===== config.mk =====
export PLATFORM = sky130hd
export DESIGN_NAME = relay_board_status_watchdog
export DESIGN_NICKNAME = d
export VERILOG_FILES = /design/src/design/relay_wd_pkg.sv /design/src/design/relay_board_status_watchdog.sv
export SDC_FILE = /design/constraint.sdc
export NUM_CORES = 1
export LEC_CHECK = 0
export ABC_AREA = 1
export BUFFER_PORTS_ARGS = -buffer_cell sky130_fd_sc_hd__buf_4
export CORE_AREA = 3 3 103 105
export DETAILED_ROUTE_END_ITERATION = 12
export DIE_AREA = 0 0 106 108
export HOLD_SLACK_MARGIN = 0.06
export PLACE_DENSITY = 0.68
export SETUP_SLACK_MARGIN = 0.15
export SYNTH_ARGS = -nofsm -noshare
export SYNTH_HDL_FRONTEND = slang
export SYNTH_SLANG_ARGS = --single-unit

===== constraint.sdc =====
create_clock -name i_clk -period 5.1 [get_ports i_clk]
set_input_delay 0.51 -clock i_clk [delete_from_list [all_inputs] [get_ports i_clk]]
set_output_delay 0.51 -clock i_clk [all_outputs]
set_load 0.005 [all_outputs]

===== src/design/relay_wd_pkg.sv =====
// Constants and types for the relay board status and watchdog block.
package relay_wd_pkg;
    // Clock rate and heartbeat failure time.
    localparam int unsigned CLK_HZ = 40_000_000;
    localparam int unsigned FAIL_TIME_MS = 30_000;
    localparam int unsigned FAIL_CYCLES = FAIL_TIME_MS * (CLK_HZ / 1000);

    // Register bus widths.
    localparam int ADDR_W = 8;
    localparam int DATA_W = 32;

    // Register byte offsets.
    localparam logic [7:0] ADDR_CTRL = 8'h00;
    localparam logic [7:0] ADDR_STATUS = 8'h04;
    localparam logic [7:0] ADDR_IRQ_STAT = 8'h08;
    localparam logic [7:0] ADDR_IRQ_MASK = 8'h0c;
    localparam logic [7:0] ADDR_TIMER = 8'h10;

    // Control word: one bit per relay, valve driver and indicator source.
    typedef struct packed {
        logic pump;
        logic shutter;
        logic uv_lamp;
        logic valve_so2;
        logic valve_zero_span;
        logic valve_sample_cal;
        logic heat_perm;
        logic heat_conv;
        logic heat_chamber;
        logic heartbeat;
    } ctrl_t;
    localparam int CTRL_W = 10;
    localparam logic [9:0] CTRL_RESET = 10'h000;

    // Interrupt bits.
    localparam int IRQ_W = 2;
    localparam int IRQ_FAIL_BIT = 0;
    localparam int IRQ_BEAT_BIT = 1;
    localparam logic [1:0] IRQ_RESET = 2'h0;

    // Status bits.
    localparam int STAT_FAIL_BIT = 0;
    localparam int STAT_BEAT_BIT = 1;

    // Indicator bank positions.
    localparam int LED_COUNT = 16;
    localparam int IDX_HEARTBEAT_INDICATOR = 0;
    localparam int IDX_CHAMBER_HEAT_INDICATOR = 1;
    localparam int IDX_CONVERTER_HEAT_INDICATOR = 2;
    localparam int IDX_PERM_TUBE_HEAT_INDICATOR = 4;
    localparam int IDX_SAMPLE_CAL_VALVE_INDICATOR = 6;
    localparam int IDX_ZERO_SPAN_VALVE_INDICATOR = 7;
    localparam int IDX_SO2_VALVE_INDICATOR = 8;
    localparam int IDX_LAMP_SHUTTER_INDICATOR = 10;
endpackage


===== src/design/relay_board_status_watchdog.sv =====
// Relay board drivers, status indicators and heartbeat safety watchdog.
// Functional notes
// CPU toggles heartbeat every three seconds.
// Heartbeat unchanged thirty seconds declares failure.
// Failure forces valves, UV and heaters off.
// Failure leaves the sample pump running.
// Heater indicators lit while heater energized.
// Zero/span indicator lit when zero selected.
// Sample/cal indicator lit when cal routed.
// Relays and valves commanded by CPU writes.
// Timer restarts on edge; failure latches.
`timescale 1ns/1ps
`default_nettype none

module relay_board_status_watchdog #(
    parameter int unsigned FAIL_CYCLES = relay_wd_pkg::FAIL_CYCLES
) (
    input wire logic i_clk,
    input wire logic i_rst,
    input wire logic [relay_wd_pkg::ADDR_W-1:0] i_addr,
    input wire logic [relay_wd_pkg::DATA_W-1:0] i_wdata,
    input wire logic i_wr,
    input wire logic i_rd,
    output logic [relay_wd_pkg::DATA_W-1:0] o_rdata,
    output relay_wd_pkg::ctrl_t o_drive,
    output logic [relay_wd_pkg::LED_COUNT-1:0] o_leds,
    output logic o_fail,
    output logic o_irq
);

    // Last count value before the failure is declared.
    localparam logic [31:0] LIMIT = 32'(FAIL_CYCLES - 1);

    // Maps the effective drive word onto the indicator bank.
    function automatic logic [relay_wd_pkg::LED_COUNT-1:0] led_map(
        input relay_wd_pkg::ctrl_t d
    );
        logic [relay_wd_pkg::LED_COUNT-1:0] l;
        l = '0;
        l[relay_wd_pkg::IDX_HEARTBEAT_INDICATOR] = d.heartbeat;
        // Heating indicators follow the energized heaters.
        l[relay_wd_pkg::IDX_CHAMBER_HEAT_INDICATOR] = d.heat_chamber;
        l[relay_wd_pkg::IDX_CONVERTER_HEAT_INDICATOR] = d.heat_conv;
        l[relay_wd_pkg::IDX_PERM_TUBE_HEAT_INDICATOR] = d.heat_perm;
        // A set bit routes the valve to the cal path.
        l[relay_wd_pkg::IDX_SAMPLE_CAL_VALVE_INDICATOR] = d.valve_sample_cal;
        // A set bit selects the zero gas inlet.
        l[relay_wd_pkg::IDX_ZERO_SPAN_VALVE_INDICATOR] = d.valve_zero_span;
        l[relay_wd_pkg::IDX_SO2_VALVE_INDICATOR] = d.valve_so2;
        l[relay_wd_pkg::IDX_LAMP_SHUTTER_INDICATOR] = d.shutter;
        return l;
    endfunction

    // Command word as written by software.
    relay_wd_pkg::ctrl_t ctrl_q;
    // Heartbeat level seen one cycle earlier.
    logic beat_prev_q;
    // Cycles since the last heartbeat change, saturating at LIMIT.
    logic [31:0] cnt_q;
    // Latched controller failure.
    logic fail_q;
    // Sticky interrupt status and its mask.
    logic [relay_wd_pkg::IRQ_W-1:0] irq_stat_q;
    logic [relay_wd_pkg::IRQ_W-1:0] irq_mask_q;
    // Registered outputs.
    relay_wd_pkg::ctrl_t drive_q;
    logic [relay_wd_pkg::LED_COUNT-1:0] leds_q;
    logic [relay_wd_pkg::DATA_W-1:0] rdata_q;
    logic irq_q;

    // Decoded write strobes.
    logic wr_ctrl;
    logic wr_irq_stat;
    logic wr_irq_mask;
    // Heartbeat transition and timeout detection.
    logic beat_edge;
    logic fail_hit;
    // Effective drive word after the safety override.
    relay_wd_pkg::ctrl_t drive_d;
    // Interrupt events of this cycle.
    logic [relay_wd_pkg::IRQ_W-1:0] irq_ev;

    // Write decode.
    always_comb begin
        wr_ctrl = i_wr && (i_addr == relay_wd_pkg::ADDR_CTRL);
        wr_irq_stat = i_wr && (i_addr == relay_wd_pkg::ADDR_IRQ_STAT);
        wr_irq_mask = i_wr && (i_addr == relay_wd_pkg::ADDR_IRQ_MASK);
    end

    // Command register; software switches relays and valves here.
    always_ff @(posedge i_clk) begin
        if (i_rst) begin
            ctrl_q <= relay_wd_pkg::ctrl_t'(relay_wd_pkg::CTRL_RESET);
        end else if (wr_ctrl) begin
            ctrl_q <= relay_wd_pkg::ctrl_t'(
                i_wdata[relay_wd_pkg::CTRL_W-1:0]);
        end
    end

    // The CPU proves it is alive by toggling this bit.
    always_comb begin
        beat_edge = ctrl_q.heartbeat ^ beat_prev_q;
        // Timeout when the level held through the full window.
        fail_hit = !beat_edge && (cnt_q == LIMIT);
    end

    // Previous heartbeat level for edge detection.
    always_ff @(posedge i_clk) begin
        if (i_rst) begin
            beat_prev_q <= 1'b0;
        end else begin
            beat_prev_q <= ctrl_q.heartbeat;
        end
    end

    // Failure timer; any heartbeat change restarts it.
    always_ff @(posedge i_clk) begin
        if (i_rst) begin
            cnt_q <= 32'h0000_0000;
        end else if (beat_edge) begin
            cnt_q <= 32'h0000_0000;
        end else if (cnt_q < LIMIT) begin
            cnt_q <= cnt_q + 32'h0000_0001;
        end
    end

    // Failure latch; only reset releases it.
    always_ff @(posedge i_clk) begin
        if (i_rst) begin
            fail_q <= 1'b0;
        end else if (fail_hit) begin
            fail_q <= 1'b1;
        end
    end

    // Safety override applied on the cycle of the timeout as well.
    always_comb begin
        drive_d = ctrl_q;
        if (fail_q || fail_hit) begin
            // Valves, UV source and heaters are forced off.
            drive_d.valve_so2 = 1'b0;
            drive_d.valve_zero_span = 1'b0;
            drive_d.valve_sample_cal = 1'b0;
            drive_d.uv_lamp = 1'b0;
            drive_d.heat_chamber = 1'b0;
            drive_d.heat_conv = 1'b0;
            drive_d.heat_perm = 1'b0;
            // The pump bit is left alone so sampling continues.
        end
    end

    // Output drivers and indicators are registered together.
    always_ff @(posedge i_clk) begin
        if (i_rst) begin
            drive_q <= relay_wd_pkg::ctrl_t'(relay_wd_pkg::CTRL_RESET);
            leds_q <= '0;
        end else begin
            drive_q <= drive_d;
            leds_q <= led_map(drive_d);
        end
    end

    // Events: new failure and each heartbeat change.
    always_comb begin
        irq_ev = '0;
        irq_ev[relay_wd_pkg::IRQ_FAIL_BIT] = fail_hit && !fail_q;
        irq_ev[relay_wd_pkg::IRQ_BEAT_BIT] = beat_edge;
    end

    // Sticky status, write one to clear; a new event wins the clear.
    always_ff @(posedge i_clk) begin
        if (i_rst) begin
            irq_stat_q <= relay_wd_pkg::IRQ_RESET;
        end else if (wr_irq_stat) begin
            irq_stat_q <= (irq_stat_q
                & ~i_wdata[relay_wd_pkg::IRQ_W-1:0]) | irq_ev;
        end else begin
            irq_stat_q <= irq_stat_q | irq_ev;
        end
    end

    // Interrupt mask, a set bit enables the event.
    always_ff @(posedge i_clk) begin
        if (i_rst) begin
            irq_mask_q <= relay_wd_pkg::IRQ_RESET;
        end else if (wr_irq_mask) begin
            irq_mask_q <= i_wdata[relay_wd_pkg::IRQ_W-1:0];
        end
    end

    // Level interrupt, one cycle behind the status bits.
    always_ff @(posedge i_clk) begin
        if (i_rst) begin
            irq_q <= 1'b0;
        end else begin
            irq_q <= |(irq_stat_q & irq_mask_q);
        end
    end

    // Read data stands in the cycle after the strobe only.
    always_ff @(posedge i_clk) begin
        if (i_rst) begin
            rdata_q <= '0;
        end else if (!i_rd) begin
            rdata_q <= '0;
        end else if (i_addr == relay_wd_pkg::ADDR_CTRL) begin
            rdata_q <= {22'h0, ctrl_q};
        end else if (i_addr == relay_wd_pkg::ADDR_STATUS) begin
            rdata_q <= '0;
            rdata_q[relay_wd_pkg::STAT_FAIL_BIT] <= fail_q;
            rdata_q[relay_wd_pkg::STAT_BEAT_BIT] <= ctrl_q.heartbeat;
        end else if (i_addr == relay_wd_pkg::ADDR_IRQ_STAT) begin
            rdata_q <= {30'h0, irq_stat_q};
        end else if (i_addr == relay_wd_pkg::ADDR_IRQ_MASK) begin
            rdata_q <= {30'h0, irq_mask_q};
        end else if (i_addr == relay_wd_pkg::ADDR_TIMER) begin
            rdata_q <= cnt_q;
        end else begin
            // Unmapped addresses read as zero.
            rdata_q <= '0;
        end
    end

    // Ports come straight from flip-flops.
    assign o_rdata = rdata_q;
    assign o_drive = drive_q;
    assign o_leds = leds_q;
    assign o_fail = fail_q;
    assign o_irq = irq_q;
endmodule // relay_board_status_watchdog

`default_nettype wire


==> results.sh <==
export IMPL_status="finished clean"
export IMPL_synth_seq_area_share=0.409
export IMPL_remaining_drc_errors=0
export IMPL_finalWeightedCongestion=1.00
export IMPL_ys_warn_count=0
export IMPL_dp_hpwl_um=8210
export IMPL_max_stage_delay_ps=560
export IMPL_clk_pin_slew_worst_paths_ps=90
export IMPL_grtUsageTotal=0.195
export IMPL_grt_pass1_vias=3906
export IMPL_p_clk_frac=0.405
export IMPL_cap_violations=0
export IMPL_synth_top_area_share=0.409
export IMPL_port_buffers=73
export IMPL_pwr_share_seq=0.562
export IMPL_ir_drop_mv=0.173
export IMPL_avgRoutedWirePerCell_um=13.2
export IMPL_row_count=36
export IMPL_crit_path_end_kind="flop"
export IMPL_netlist_instances=633
export IMPL_grt_max_degree=33
export IMPL_p_total_mw=1.26
export IMPL_critPathSlowestCell="nand2_4"
export IMPL_pwr_density_cell_nw_per_um2=247
export IMPL_fmax_mhz=356
export IMPL_cts_hold_buf=0
export IMPL_swShare=0.225
export IMPL_synth_edf_count=0
export IMPL_finalClockSkew_ps=12.5
export IMPL_max_slew_margin=0.400
export IMPL_synth_area_top_cells="dfxtp_1 (41%), nand2_1 (13%), nor2_1 (9.1%), nand3_1 (6.7%), inv_1 (5.1%)"
export IMPL_antenna_cells=0
export IMPL_finalCritPeriodShare=0.551
export IMPL_final_area_um2=5100
export IMPL_yosysTopAreaCell="dfxtp_1"
export IMPL_grt_pass1_wl_um=18200
export IMPL_first_pass_iters=5
export IMPL_power_frac_comb=0.033
export IMPL_tightest_slew_ps=898
export IMPL_drtIter0Drc=309
export IMPL_post_dp_cell_area_um2=4890
export IMPL_drive_gt1_frac=0.202
export IMPL_totalWireLength_um=11000
export IMPL_clockRootBuffer="clkbuf_8"
export IMPL_htree_levels=3
export IMPL_holdWs_ps=409
export IMPL_die_w_um=106
export IMPL_min_period_ps=2810
export IMPL_cts_sinks=90
export IMPL_numCtsBuffers=9
export IMPL_synthesis_area_um2=4400
export IMPL_area_growth_pct=15.8
export IMPL_intPower_uw=977
export IMPL_yosys_register_bits=90
export IMPL_grt_overflow_total=0
export IMPL_cts_tree="built"
export IMPL_start_util=0.453
export IMPL_async_flop_share=0
export IMPL_die_area_um2=11400
export IMPL_crit_top_cell="nand2_2"
export IMPL_cts_buffer_depth=2
export IMPL_slew_violations=0
export IMPL_fin_nets=734
export IMPL_vias=4075
export IMPL_synth_flop_cell="dfxtp_1"
export IMPL_setup_viol_count_final=0
export IMPL_arrival_ps=3050
export IMPL_yosysMostFrequentCell="nand2_1"
export IMPL_cp_max_fo=32
export IMPL_fillers=1015
export IMPL_die_y_um=108
export IMPL_setup_tns_ps=0
export IMPL_antenna_found_initial=0
export IMPL_path_cells="ha_1 > inv_2 > nor2_4 > nand2_4 > clkinv_2 > nand2_2 > nand2_2 > nand2_2 > nand2_4 > inv_1 > nor2_1 > nor2_1"
export IMPL_required_ps=5340
export IMPL_crit_path_start_kind="flop"
export IMPL_p_switching_uw=284
export IMPL_rsz0062_at_grt="false"
export IMPL_ios=104
export IMPL_postCtsSetupRepairBufs=0
export IMPL_core_area_um2=9730
export IMPL_postCtsResizedCells=0
export IMPL_syn_area_per_cell_um2=6.96
export IMPL_yosys_top_cells_count="nand2_1 (157), nor2_1 (107), dfxtp_1 (90)"
export IMPL_clk_latency_ps=350
export IMPL_synth_cell_types=32
export IMPL_cp_top_family="simple AND/OR/NAND/NOR gates"
export IMPL_cp_num_buf_inv=3
export IMPL_vias_per_cell=4.93
export IMPL_antenna_left=0
export IMPL_hp_class="input port to flop"
export IMPL_final_hold_violation_count=0
export IMPL_leakagePower_nw=1.97
export IMPL_criticalPathCategory="flop to flop"
## per-layer routing
| metal | vias to the layer above | GRT usage | part of all wire | wire [µm] |
|---|---|---|---|---|
| li1 | 2073 | - | - | - |
| met5 | - | 0 | 0 | 0 |
| met2 | 144 | 0.330 | 0.47 | 5120 |
| met4 | 0 | 0.0759 | 0.022 | 239 |
| met1 | 1831 | 0.247 | 0.45 | 4900 |
| met3 | 27 | 0.0370 | 0.063 | 687 |
## path summary, 6_finish.rpt
kind / from / cells after the start / endpoint / slack [ps]
max: cnt_q[0]$_SDFFE_PP0N_ / 12 / cnt_q[0]$_SDFFE_PP0N_ / 2290
min: i_rst / 2 / irq_stat_q[0]$_SDFF_PP0_ / 410
max reg2reg: cnt_q[0]$_SDFFE_PP0N_ / 12 / cnt_q[0]$_SDFFE_PP0N_ / 2290
min reg2reg: ctrl_q[8]$_SDFFE_PP0P_ / 2 / o_drive[8]$_SDFF_PP0_ / 450
## sequential cells by signal, summed over array words and instances, names as in the netlist
name and cells:
cnt_q 32, ctrl_q 10, irq_mask_q 2, irq_stat_q 2
o_drive 3, o_fail 1, o_irq 1, o_leds 7
o_rdata 32
## layout by cell type (no fill, tap or decap)
| cell | instances |
|---|---|
| nand2_1 | 157 |
| nor2_1 | 107 |
| dfxtp_1 | 90 |
| buf_4 | 74 |
| inv_1 | 60 |
| nand3_1 | 59 |
| a21oi_1 | 28 |
| a21oi_2 | 22 |
| o21ai_0 | 20 |
| nand2_2 | 18 |
| clkbuf_8 | 11 |
| conb_1 | 8 |
| xor2_1 | 6 |
| xnor2_1 | 6 |
| nor3_1 | 3 |
| o21ai_1 | 2 |
| nor2_4 | 2 |
| inv_2 | 2 |
| nand2_4 | 2 |
| clkinv_2 | 2 |
| nor2_2 | 2 |
| nand4_1 | 2 |
| a211oi_1 | 2 |
| inv_6 | 2 |
| a21oi_4 | 1 |
| clkinv_1 | 1 |
| o211ai_1 | 1 |
| o32ai_1 | 1 |
| ha_1 | 1 |
| clkinvlp_4 | 1 |
| bufinv_16 | 1 |
## metrics by stage
step	std cells	util	setup WS, ps
2_1_floorplan	640	-	3300
3_3_place_gp	811	0.502	2340
3_5_place_dp	811	0.502	2310
4_1_cts	827	0.524	2290
5_1_grt	827	0.524	2040
6_report	827	0.524	2290
## cell type report
type | instances | area, µm² | area share
repair buffers | 74 | 556 | 0.109
clock buffers | 11 | 151 | 0.0297
inverters | 64 | 241 | 0.0474
multi-input cells | 450 | 2120 | 0.416
clock inverters | 5 | 60.1 | 0.0118
well taps | 133 | 166 | 0.0326
flip-flops and latches | 90 | 1800 | 0.353
## cells by family (layout without fill, tap and decap cells)
group | Yosys count | after routing | share of synthesized area
other | 1 | 8 | 0.000852
adders and majority gates | 1 | 1 | 0.00284
and+or+nand+nor | 352 | 352 | 0.337
AOI/OAI and AO/OA | 77 | 77 | 0.111
xor gates and xnor gates | 12 | 12 | 0.0239
DFF | 90 | 90 | 0.409
buffers and inverters | 100 | 154 | 0.115
## power by group through the flow
| stage | clock network (mW) | logic [mW] | registers, mW |
|---|---|---|---|
| 2_1_floorplan | 0 | 0.0275 | 0.723 |
| 3_3_place_gp | 0 | 0.0402 | 0.725 |
| 3_5_place_dp | 0 | 0.0414 | 0.725 |
| 4_1_cts | 0.519 | 0.0415 | 0.709 |
| 5_1_grt | 0.548 | 0.0466 | 0.710 |
| 6_report | 0.510 | 0.0417 | 0.709 |
(Power assumes the default switching activity.)
